[config.mk]
export PLATFORM = sky130hd
export DESIGN_NAME = sdcd_device_flat
export DESIGN_NICKNAME = d
export VERILOG_FILES = /design/src/core/sdcd_pkg.sv /design/src/core/sdcd_if.sv /design/src/core/sdcd_device.sv /design/src/flat_wrapper.sv
export SDC_FILE = /design/constraint.sdc
export NUM_CORES = 1
export LEC_CHECK = 0
export BUFFER_PORTS_ARGS = -buffer_cell sky130_fd_sc_hd__buf_2
export CAP_MARGIN = 20
export CORE_ASPECT_RATIO = 0.8
export CORE_UTILIZATION = 36
export DETAILED_ROUTE_END_ITERATION = 16
export SYNTH_ARGS = -nofsm -noshare
export SYNTH_HDL_FRONTEND = slang
export SYNTH_SLANG_ARGS = --single-unit
[constraint.sdc]
create_clock -name clock -period 2.6 [get_ports clock]
set_clock_uncertainty 0.05 [all_clocks]
set_input_delay 0.13 -clock clock [delete_from_list [all_inputs] [get_ports clock]]
set_output_delay 0.13 -clock clock [all_outputs]
set_load 0.005 [all_outputs]
[src/core/sdcd_pkg.sv]
// package: command codes, device states and pin widths for the sdram command decoder
package sdcd_pkg;
    localparam int BANK_W     = 2;
    localparam int ADDR_W     = 12;
    localparam int NUM_BANKS  = 4;
    localparam int PCH_BIT    = 10;
    localparam int MASK_W     = 2;
    // strobe pattern {row, col, write}, active low
    localparam logic [2:0] PAT_ACT   = 3'h3;
    localparam logic [2:0] PAT_PRE   = 3'h2;
    localparam logic [2:0] PAT_WR    = 3'h4;
    localparam logic [2:0] PAT_RD    = 3'h5;
    localparam logic [2:0] PAT_MRS   = 3'h0;
    localparam logic [2:0] PAT_REF   = 3'h1;
    localparam logic [2:0] PAT_BST   = 3'h6;
    localparam logic [2:0] PAT_NOP   = 3'h7;
    localparam logic [3:0] BURST_LEN_DEF = 4'h4;
    localparam logic [3:0] FULL_PAGE_LEN = 4'hF;

    typedef enum logic [3:0] {
        SDCD_C_NONE, SDCD_C_DESEL, SDCD_C_NOP, SDCD_C_ACT, SDCD_C_PRE, SDCD_C_PREALL,
        SDCD_C_WR, SDCD_C_WRA, SDCD_C_RD, SDCD_C_RDA, SDCD_C_MRS, SDCD_C_REF,
        SDCD_C_BST, SDCD_C_SREF
    } sdcd_cmd_type;

    typedef enum logic [2:0] {
        SDCD_M_NORMAL, SDCD_M_SUSPEND, SDCD_M_PDOWN, SDCD_M_SREF
    } sdcd_mode_type;
endpackage

[src/core/sdcd_if.sv]
// interface: sdram command pins between controller and device
`timescale 1ns/100ps
interface sdcd_if;
    import sdcd_pkg::*;
    logic                clock_gate_now;
    logic                cs_n;
    logic                ras_n;
    logic                cas_n;
    logic                we_n;
    logic [MASK_W-1:0]   byte_mask;
    logic                bank_sel_lo;
    logic                bank_sel_hi;
    logic [ADDR_W-1:0]   addr;

    modport ctrl (output clock_gate_now, cs_n, ras_n, cas_n, we_n, byte_mask,
                  bank_sel_lo, bank_sel_hi, addr);
    modport dev  (input  clock_gate_now, cs_n, ras_n, cas_n, we_n, byte_mask,
                  bank_sel_lo, bank_sel_hi, addr);
endinterface

[src/core/sdcd_device.sv]
// device end: command decode, bank state and clock-gate mode handling
`timescale 1ns/100ps
module sdcd_device
    import sdcd_pkg::*;
#(
    parameter logic [3:0] BURST_LEN = BURST_LEN_DEF
)(
    // clock and reset
    input  wire logic                clock,
    input  wire logic                nrst,
    // pins
    sdcd_if.dev                      pins,
    // user side
    output sdcd_cmd_type             cmd_q,
    output logic                     cmd_valid_q,
    output logic [BANK_W-1:0]        cmd_bank_q,
    output logic [ADDR_W-1:0]        cmd_addr_q,
    output logic                     illegal_q,
    output logic [NUM_BANKS-1:0]     bank_open_q,
    output logic                     burst_busy,
    output sdcd_mode_type            mode_q,
    output logic [MASK_W-1:0]        write_en_q,
    output logic                     out_drive_q,
    input  wire logic                full_page
);
    import sdcd_pkg::*;

    // pins come from another chip: two-stage synchronisers
    localparam int SYNC_W = 5 + MASK_W + BANK_W + ADDR_W;
    // reset to idle pin levels: all zeros would look like a gate drop on the first edges
    localparam logic [SYNC_W-1:0] SYNC_IDLE = {5'h1F, {MASK_W{1'b1}}, {(BANK_W+ADDR_W){1'b0}}};
    logic [SYNC_W-1:0] sync1_q, sync2_q;
    always_ff @(posedge clock or negedge nrst)
    begin
        if (!nrst)
        begin
            sync1_q <= SYNC_IDLE;
            sync2_q <= SYNC_IDLE;
        end
        else
        begin
            sync1_q <= {pins.clock_gate_now, pins.cs_n, pins.ras_n, pins.cas_n, pins.we_n,
                        pins.byte_mask, pins.bank_sel_hi, pins.bank_sel_lo, pins.addr};
            sync2_q <= sync1_q;
        end
    end

    logic                gate_now, cs_n, ras_n, cas_n, we_n;
    logic [MASK_W-1:0]   mask;
    logic [BANK_W-1:0]   bank;
    logic [ADDR_W-1:0]   addr;
    assign {gate_now, cs_n, ras_n, cas_n, we_n, mask, bank, addr} = sync2_q;

    logic clock_gate_prev_q;
    always_ff @(posedge clock or negedge nrst)
    begin
        if (!nrst)
            clock_gate_prev_q <= 1'b1;
        else
            clock_gate_prev_q <= gate_now;
    end

    logic [3:0] burst_cnt_q;
    logic       any_open;
    assign burst_busy = (burst_cnt_q != 4'h0);
    assign any_open   = |bank_open_q;

    // decode of one sampled cycle
    function automatic sdcd_cmd_type decode(input logic cs, input logic [2:0] pat,
                                            input logic pch);
        sdcd_cmd_type c;
        c = SDCD_C_NONE;
        if (cs)
            c = SDCD_C_DESEL;
        else
        begin
            case (pat)
                PAT_NOP: c = SDCD_C_NOP;
                PAT_ACT: c = SDCD_C_ACT;
                PAT_PRE: c = pch ? SDCD_C_PREALL : SDCD_C_PRE;
                PAT_WR:  c = pch ? SDCD_C_WRA : SDCD_C_WR;
                PAT_RD:  c = pch ? SDCD_C_RDA : SDCD_C_RD;
                PAT_MRS: c = SDCD_C_MRS;
                PAT_REF: c = SDCD_C_REF;
                PAT_BST: c = SDCD_C_BST;
                default: c = SDCD_C_NONE;
            endcase
        end
        return c;
    endfunction

    sdcd_cmd_type raw;
    logic         sref_entry, pd_entry, gate_exit, take;
    assign raw = decode(cs_n, {ras_n, cas_n, we_n}, addr[PCH_BIT]);
    // entry and exit decided by previous versus current gate
    assign sref_entry = clock_gate_prev_q && !gate_now && (raw == SDCD_C_REF);
    // self refresh wins by priority; with a bank open it falls back to suspend
    assign pd_entry   = clock_gate_prev_q && !gate_now;
    assign gate_exit  = !clock_gate_prev_q && gate_now;
    // commands only while both samples high and mode normal
    assign take = clock_gate_prev_q && gate_now && (mode_q == SDCD_M_NORMAL);

    // mode: entry registered this edge, effect next edge
    always_ff @(posedge clock or negedge nrst)
    begin
        if (!nrst)
            mode_q <= SDCD_M_NORMAL;
        else
        begin
            case (mode_q)
                SDCD_M_NORMAL:
                    if (sref_entry && !any_open)
                        mode_q <= SDCD_M_SREF;
                    else if (pd_entry && (any_open || burst_busy))
                        mode_q <= SDCD_M_SUSPEND;
                    else if (pd_entry)
                        mode_q <= SDCD_M_PDOWN;
                SDCD_M_SUSPEND, SDCD_M_PDOWN, SDCD_M_SREF:
                    if (gate_exit)
                        mode_q <= SDCD_M_NORMAL;
                default: mode_q <= SDCD_M_NORMAL;
            endcase
        end
    end

    // legality against bank state
    logic legal;
    always_comb
    begin
        legal = 1'b1;
        case (raw)
            SDCD_C_ACT:                       legal = !bank_open_q[bank];
            SDCD_C_RD, SDCD_C_RDA,
            SDCD_C_WR, SDCD_C_WRA:            legal = bank_open_q[bank];
            SDCD_C_MRS, SDCD_C_REF:           legal = !any_open;
            SDCD_C_BST:                       legal = burst_busy && full_page;
            default:                          legal = 1'b1;
        endcase
    end

    always_ff @(posedge clock or negedge nrst)
    begin
        if (!nrst)
        begin
            cmd_q       <= SDCD_C_NONE;
            cmd_valid_q <= 1'b0;
            cmd_bank_q  <= '0;
            cmd_addr_q  <= '0;
            illegal_q   <= 1'b0;
        end
        else
        begin
            cmd_valid_q <= take;
            cmd_q       <= take ? raw : SDCD_C_NONE;
            illegal_q   <= take && !legal;
            if (take)
            begin
                cmd_bank_q <= bank;
                cmd_addr_q <= addr;
            end
        end
    end

    // pending auto-precharge: bank to close when a fixed-length burst ends; a full-page burst leaves it pending
    logic              apch_q;
    logic [BANK_W-1:0] apch_bank_q;
    logic              burst_last;
    assign burst_last = (mode_q == SDCD_M_NORMAL) && (burst_cnt_q == 4'h1) && !full_page;

    always_ff @(posedge clock or negedge nrst)
    begin
        if (!nrst)
        begin
            apch_q      <= 1'b0;
            apch_bank_q <= '0;
        end
        else if (take && legal && (raw inside {SDCD_C_RDA, SDCD_C_WRA}))
        begin
            apch_q      <= 1'b1;
            apch_bank_q <= bank;
        end
        else if (burst_last)
            apch_q <= 1'b0;
    end

    // bank state: illegal commands do not alter it
    always_ff @(posedge clock or negedge nrst)
    begin
        if (!nrst)
            bank_open_q <= '0;
        else
        begin
            if (take && legal)
            begin
                case (raw)
                    SDCD_C_ACT:    bank_open_q[bank] <= 1'b1;
                    SDCD_C_PRE:    bank_open_q[bank] <= 1'b0;
                    SDCD_C_PREALL: bank_open_q <= '0;
                    default:       bank_open_q <= bank_open_q;
                endcase
            end
            // auto-precharge closes its bank as the burst runs out
            if (apch_q && burst_last)
                bank_open_q[apch_bank_q] <= 1'b0;
        end
    end

    // burst counter: frozen in suspend, untouched by no-op or deselect
    always_ff @(posedge clock or negedge nrst)
    begin
        if (!nrst)
            burst_cnt_q <= 4'h0;
        else if (mode_q == SDCD_M_NORMAL)
        begin
            if (take && legal && (raw inside {SDCD_C_RD, SDCD_C_RDA, SDCD_C_WR, SDCD_C_WRA}))
                burst_cnt_q <= full_page ? FULL_PAGE_LEN : BURST_LEN;
            else if (take && legal && (raw == SDCD_C_BST))
                burst_cnt_q <= 4'h0;
            else if (burst_busy && !full_page)
                burst_cnt_q <= burst_cnt_q - 4'h1;
        end
    end

    // byte mask: low enables, high masks; drive needs a taken command, an open bank and a mask that is not all high
    always_ff @(posedge clock or negedge nrst)
    begin
        if (!nrst)
        begin
            write_en_q  <= '0;
            out_drive_q <= 1'b0;
        end
        else
        begin
            write_en_q  <= (any_open && take) ? ~mask : '0;
            out_drive_q <= any_open && take && !(&mask);
        end
    end
endmodule

[src/flat_wrapper.sv]
// flat-port wrapper written by rule: the top's interface ports become plain ports
module sdcd_device_flat import sdcd_pkg::*;
#(
    parameter logic [3:0] BURST_LEN = BURST_LEN_DEF
)
  (clock, nrst, cmd_q, cmd_valid_q, cmd_bank_q, cmd_addr_q, illegal_q, bank_open_q, burst_busy, mode_q, write_en_q, out_drive_q, full_page, pins_clock_gate_now, pins_cs_n, pins_ras_n, pins_cas_n, pins_we_n, pins_byte_mask, pins_bank_sel_lo, pins_bank_sel_hi, pins_addr);
  sdcd_if pins_i ();
  input  wire logic clock;
  input  wire logic nrst;
  output sdcd_cmd_type cmd_q;
  output logic cmd_valid_q;
  output logic [BANK_W-1:0] cmd_bank_q;
  output logic [ADDR_W-1:0] cmd_addr_q;
  output logic illegal_q;
  output logic [NUM_BANKS-1:0] bank_open_q;
  output logic burst_busy;
  output sdcd_mode_type mode_q;
  output logic [MASK_W-1:0] write_en_q;
  output logic out_drive_q;
  input  wire logic full_page;
  input wire logic [$bits(pins_i.clock_gate_now)-1:0] pins_clock_gate_now;
  input wire logic [$bits(pins_i.cs_n)-1:0] pins_cs_n;
  input wire logic [$bits(pins_i.ras_n)-1:0] pins_ras_n;
  input wire logic [$bits(pins_i.cas_n)-1:0] pins_cas_n;
  input wire logic [$bits(pins_i.we_n)-1:0] pins_we_n;
  input wire logic [$bits(pins_i.byte_mask)-1:0] pins_byte_mask;
  input wire logic [$bits(pins_i.bank_sel_lo)-1:0] pins_bank_sel_lo;
  input wire logic [$bits(pins_i.bank_sel_hi)-1:0] pins_bank_sel_hi;
  input wire logic [$bits(pins_i.addr)-1:0] pins_addr;
  assign pins_i.clock_gate_now = pins_clock_gate_now;
  assign pins_i.cs_n = pins_cs_n;
  assign pins_i.ras_n = pins_ras_n;
  assign pins_i.cas_n = pins_cas_n;
  assign pins_i.we_n = pins_we_n;
  assign pins_i.byte_mask = pins_byte_mask;
  assign pins_i.bank_sel_lo = pins_bank_sel_lo;
  assign pins_i.bank_sel_hi = pins_bank_sel_hi;
  assign pins_i.addr = pins_addr;
  sdcd_device #(.BURST_LEN(BURST_LEN)) u_core (.clock(clock), .nrst(nrst), .pins(pins_i), .cmd_q(cmd_q), .cmd_valid_q(cmd_valid_q), .cmd_bank_q(cmd_bank_q), .cmd_addr_q(cmd_addr_q), .illegal_q(illegal_q), .bank_open_q(bank_open_q), .burst_busy(burst_busy), .mode_q(mode_q), .write_en_q(write_en_q), .out_drive_q(out_drive_q), .full_page(full_page));
endmodule
==> results of run 1 <==
## cells in the mapped netlist (2+ instances only)
cell and instances:
nand2_1 47, nand2b_1 3, and2_1 2, mux2_4 2, a21oi_1 9, inv_1 8
buf_4 2, dfrtp_1 64, nor2_1 11, nand3_1 7, nor2b_1 4, a31oi_1 2
o21ai_0 10, a22oi_1 4, dfstp_2 15, a211oi_1 2, nor4_1 2, nor3_1 7
o22a_1 2, mux2i_1 3, ha_1 2, clkbuf_1 3
## per-stage QoR
stage	std cells	util [%]	area, µm²	hold WS (ns)
after CTS	429	49.11	3734	0.04733
after detailed placement	391	43.30	3292	0.1862
final	429	49.11	3734	0.05925
after floorplan	238	-	2917	-0.2156
after global routing	429	49.11	3734	0.03851
after global placement	391	43.30	3292	0.1844
## state kept, by name, summed over array words and instances (netlist names), 2 cells and up
| name | cells |
|---|---|
| u_core.sync1_q | 21 |
| u_core.mode_q | 2 |
| u_core.cmd_addr_q | 12 |
| u_core.burst_cnt_q | 4 |
| u_core.apch_bank_q | 2 |
| u_core.bank_open_q | 4 |
| u_core.write_en_q | 2 |
| u_core.cmd_bank_q | 2 |
| u_core.sync2_q | 21 |
| u_core.cmd_q | 4 |
## layout make-up
| type | count | area, µm² | share of cell area (%) |
|---|---|---|---|
| clock buffer | 9 | 123.9 | 3.318 |
| inverter | 8 | 30.03 | 0.8043 |
| tap | 105 | 131.4 | 3.519 |
| timing repair buffer | 78 | 510.5 | 13.67 |
| multi-input combinational | 143 | 844.6 | 22.62 |
| sequential | 79 | 1996 | 53.45 |
| clock inverter | 7 | 97.59 | 2.614 |
## report_power, final
group | total [mW] | switching [mW] | internal [mW]
combinational | 0.593 | 0.305 | 0.288
sequential | 1.58 | 0.143 | 1.44
clock | 0.980 | 0.504 | 0.476
total | 3.16 | 0.952 | 2.20
## worst paths after layout
path | startpoint | to | slack [ns] | cells after the start
setup / recovery | u_core.burst_cnt_q[0] | u_core.burst_cnt_q[0] | 0.42 | 8
hold / removal | full_page | u_core.burst_cnt_q[3] | 0.06 | 3
setup reg to reg | u_core.burst_cnt_q[0] | u_core.burst_cnt_q[0] | 0.42 | 8
hold reg to reg | u_core.sync1_q[3] | u_core.sync2_q[3] | 0.30 | 0
max in group asynchronous | nrst | u_core.apch_bank_q[1] | 1.50 | 2
min in group asynchronous | nrst | u_core.sync1_q[8] | 0.40 | 2
## cell families after synthesis
logic type / after synthesis / share of synthesized area [%]
multiplexers: 5 / 2.059
buffers and inverters: 16 / 2.616
other: 1 / 0.1286
adder cells (fa/ha/maj): 2 / 0.8579
flip-flops: 79 / 68.43
AND/OR/NAND/NOR: 97 / 16.99
AO/OA/AOI/OAI: 37 / 8.623
XOR/XNOR: 1 / 0.3004
## routing by layer
metal | wire [µm] | GRT usage [%]
met2 | 2625 | 24.20
met4 | 102 | 8.571
met5 | 0 | 0
met3 | 226 | 5.387
met1 | 2584 | 19.20
## critical path, stage by stage (launching register included)
cell	delay, ns
dfrtp_1	0.42
inv_1	0.07
ha_1	0.21
or3b_4	0.42
nand3_1	0.09
and4b_4	0.30
nor2_2	0.08
or2_1	0.23
o22a_1	0.19
## repair_timing
item	4_1_cts	5_1_grt
hold buffers	22	0
endpoints found under the hold margin	85	0
setup endpoints to repair	0	0
==> reports/results.txt, run 1 <==
CTS Buf Count: 9
share of the synthesized area in the top cell type: 54.91%
most frequent standard cell in the layout excluding fill and tap cells: dfrtp_1
width of the die: 102.6 µm
cell area after synthesis: 2917 µm²
count of buffers from port buffering: 53
floorplan die height: 82.51 µm
gr ovfl total: 0
Root Buffer Master: clkbuf_8
antenna viol nets, final: 0
Initial Util: 38.36%
initial antenna violation count: 0
post-synth net total: 264
Hold Path Class: in -> reg
final hold vios: 0
Syn Inst Count: 238
Post-CTS Resized: 0
clock tree from TritonCTS: built
number of global-route vias before repair: 2,019
most common flop cell mapped by yosys: dfrtp_1
Slew headroom: 38.84%
Detailed Place HPWL: 3.662 mm
I/O pin count: 55
RD Place Congestion: 0.8395
required time at the endpoint of the critical path: 2.80 ns
via-per-instance ratio: 4.548
antenna diode count: 0
RSZ-0062 raised after global routing: false
highest-count cells in the layout ignoring fill and taps: dfrtp_1, buf_2, nand2_1, dlygate4sd3_1, dfstp_2
cell leakage power: 1.807 nW
number of enable-type register cells in the synthesized netlist: 0
mean instance size in the synthesized netlist: 12.25 µm²
Async SR Flop Fraction: 100.0%
Place WS: 0.4532 ns
number of remaining DRC errors: 0
first-pass GRT wire length: 9.549 mm
maximum number of pins on one net before global-route repair: 80
status: complete, no violations
routed length per instance: 12.91 µm
Setup Crit Path Kind: reg -> reg
number of rows in the core area: 28
Via Count: 1,951
number of detailed-routing iterations run before antenna repair: 4
biggest area contributors in the synthesized netlist: dfrtp_1, dfstp_2, nand2_1
core box area: 7602 µm²
clock latency reported for the late side of the worst-skew pair: 0.36 ns
Seq/Total Area, Yosys: 68.43%
Yosys reg bits: 79
total power divided by cell area: 845.3 nW/µm²
total power of the final layout: 3.156 mW
crit start category: flop
kind of end point of the critical path: flop
buffer depth of the longest clock path: 2
initial DRC count: 76
final count of negative-setup-slack endpoints: 0
minimum setup slack in the final design: 0.4170 ns
Slew Viols, Final: 0
Worst EP arrival: 2.38 ns
share of layout cells above drive strength 1: 30.25%
Cell variety after synth: 49
worst ir drop on vdd: 322.3 µV
achievable clock frequency: 458.1 MHz
post-CTS setup repair buffer count: 0
biggest fanout along the worst timing path: 5
transition at the pin with the smallest max-transition slack: 0.9174 ns
Synth area leader: dfrtp_1
final-layout fill cell count: 700
final total negative setup slack: 0 ns
area of the die: 8467 µm²
minimum period implied by the final worst setup slack: 2.183 ns
clock transition time at the flip-flop clock pins of the worst setup and hold paths: 0.08 ns
level count of the clock H-tree: 3
wirelength, routed: 5.538 mm
reported max-cap violation count: 0
synthesis-to-finish area growth: 28.01%
synth warn: 0
Sink Count: 79
final net count: 345
post-route clock period utilization: 83.96%
all-layer global routing usage: 15.60%
(Power assumes the default switching activity.)
==> inputs of run 2 (changes only) <==
==> constraint.sdc (replaced) <==
create_clock -name clock -period 1.8 [get_ports clock]
set_clock_uncertainty 0.05 [all_clocks]
set_input_delay 0.09 -clock clock [delete_from_list [all_inputs] [get_ports clock]]
set_output_delay 0.09 -clock clock [all_outputs]
set_load 0.005 [all_outputs]
==> reports/results.txt, run 2 (synthesized netlist as in run 1, its figures left out) <==
status: finished, violations left
violated checks: setup timing
crit start category: flop
total power divided by cell area: 1165 nW/µm²
number of rows in the core area: 28
antenna diode count: 0
WHS: 0.02828 ns
final net count: 398
area of the die: 8467 µm²
initial DRC count: 111
part of the power in combinational logic: 26.9%
switching component of the power: 1.454 mW
antenna viol nets, final: 0
minimum setup slack in the final design: -0.2764 ns
width of the die: 102.6 µm
highest-count cells in the layout ignoring fill and taps: dfrtp_1, buf_4, buf_2, nand2_1, dlygate4sd3_1
core box area: 7602 µm²
placed cell count: 429
Worst EP arrival: 2.27 ns
post-route clock period utilization: 115.4%
top flop regs: u_core.sync1_q x21, u_core.sync2_q x21, u_core.cmd_addr_q x12
kind of end point of the critical path: flop
Switching Fraction: 29.53%
total power of the final layout: 4.924 mW
required time at the endpoint of the critical path: 1.99 ns
first-pass GRT wire length: 9.970 mm
biggest fanout along the worst timing path: 5
Root Buffer Master: clkbuf_8
final-layout fill cell count: 654
final hold vios: 0
RSZ-0062 raised after global routing: true
Initial Util: 38.36%
number of global-route vias before repair: 2,069
final count of negative-setup-slack endpoints: 12
RD Place Congestion: 0.8603
number of detailed-routing iterations run before antenna repair: 5
buffer depth of the longest clock path: 2
via-per-instance ratio: 4.471
count of buffers from port buffering: 53
gr ovfl total: 0
R2R cell count: 9
final standard cell count with taps included and fillers excluded: 482
sequential power share: 45.3%
internal power summed over all cells: 3.470 mW
Detailed Place HPWL: 4.052 mm
number of remaining DRC errors: 0
minimum period implied by the final worst setup slack: 2.076 ns
clock tree from TritonCTS: built
clock latency reported for the late side of the worst-skew pair: 0.35 ns
Setup Crit Path Kind: reg -> reg
Place WS: -0.3436 ns
cell leakage power: 2.075 nW
reported max-cap violation count: 0
I/O pin count: 55
Slew Viols, Final: 0
maximum number of pins on one net before global-route repair: 43
floorplan die height: 82.51 µm
register area: 1996 µm²
achievable clock frequency: 481.6 MHz
clock transition time at the flip-flop clock pins of the worst setup and hold paths: 0.08 ns
Worst Hold Depth: 3
final total negative setup slack: -2.342 ns
wirelength, routed: 6.137 mm
initial antenna violation count: 0
clock share of power: 27.7%
most frequent standard cell in the layout excluding fill and tap cells: dfrtp_1
level count of the clock H-tree: 3
worst ir drop on vdd: 654.5 µV
final std cell area, no fill: 4228 µm²
Via Count: 2,155
total area of multi-input combinational cells: 930.9 µm²
CTS Buf Count: 9
Hold Path Class: in -> reg
synthesis-to-finish area growth: 44.96%
all-layer global routing usage: 16.09%
utilization after layout: 55.61%
cell area reported after detailed placement: 3602 µm²
routed length per instance: 12.73 µm
Sink Count: 79
share of layout cells above drive strength 1: 43.77%
run 2: metal layers:
metal	track usage [%]	vias to the layer above	part of all wire, %	wire length, µm
met5	0	-	0	0
met4	5.143	0	0.96	59
met3	5.051	6	3.7	227
met2	25.67	41	50	3051
met1	21.01	1037	46	2798
li1	-	1071	-	-
run 2: worst paths after layout:
kind / from / to / slack [ns]
min in group asynchronous: nrst / u_core.sync2_q[6] / 0.19
max: u_core.burst_cnt_q[1] / u_core.burst_cnt_q[0] / -0.28
min reg2reg: u_core.sync1_q[4] / u_core.sync2_q[4] / 0.30
max reg2reg: u_core.burst_cnt_q[1] / u_core.burst_cnt_q[0] / -0.28
max in group asynchronous: nrst / u_core.sync1_q[20] / 0.86
min: full_page / u_core.burst_cnt_q[3] / 0.03
run 2: critical path: stages, from the launching register on:
cell and delay, ns:
dfrtp_1 0.41, inv_2 0.10, ha_4 0.13, or3b_4 0.39, nand3_2 0.07, and4b_4 0.27
buf_6 0.11, nor2_4 0.03, or2_1 0.22, o22a_1 0.20
run 2: what timing repair did:
action                                  in CTS  in global routing
hold endpoints to repair                    58                  0
resized for setup                           10                  9
hold buffers                                22                  0
gates cloned                                 0                  0
pin swaps                                    8                  7
setup buffers                               14                  3
endpoints found under the setup margin      11                 14
run 2: power by group through the flow:
stage,logic (mW),clock network [mW],registers [mW]
floorplan,0.438,0,2.30
global placement,1.08,0,2.25
detailed placement,1.10,0,2.26
CTS,1.28,1.41,2.23
global route,1.48,1.50,2.27
finish,1.33,1.37,2.23
run 2: cell type report:
class	count	share of cell area, %
multi-input cells	143	22.02
flip-flops and latches	79	47.20
clock inverters	7	2.072
inverters	8	0.7103
well taps	105	3.107
repair buffers	131	21.96
clock buffers	9	2.930
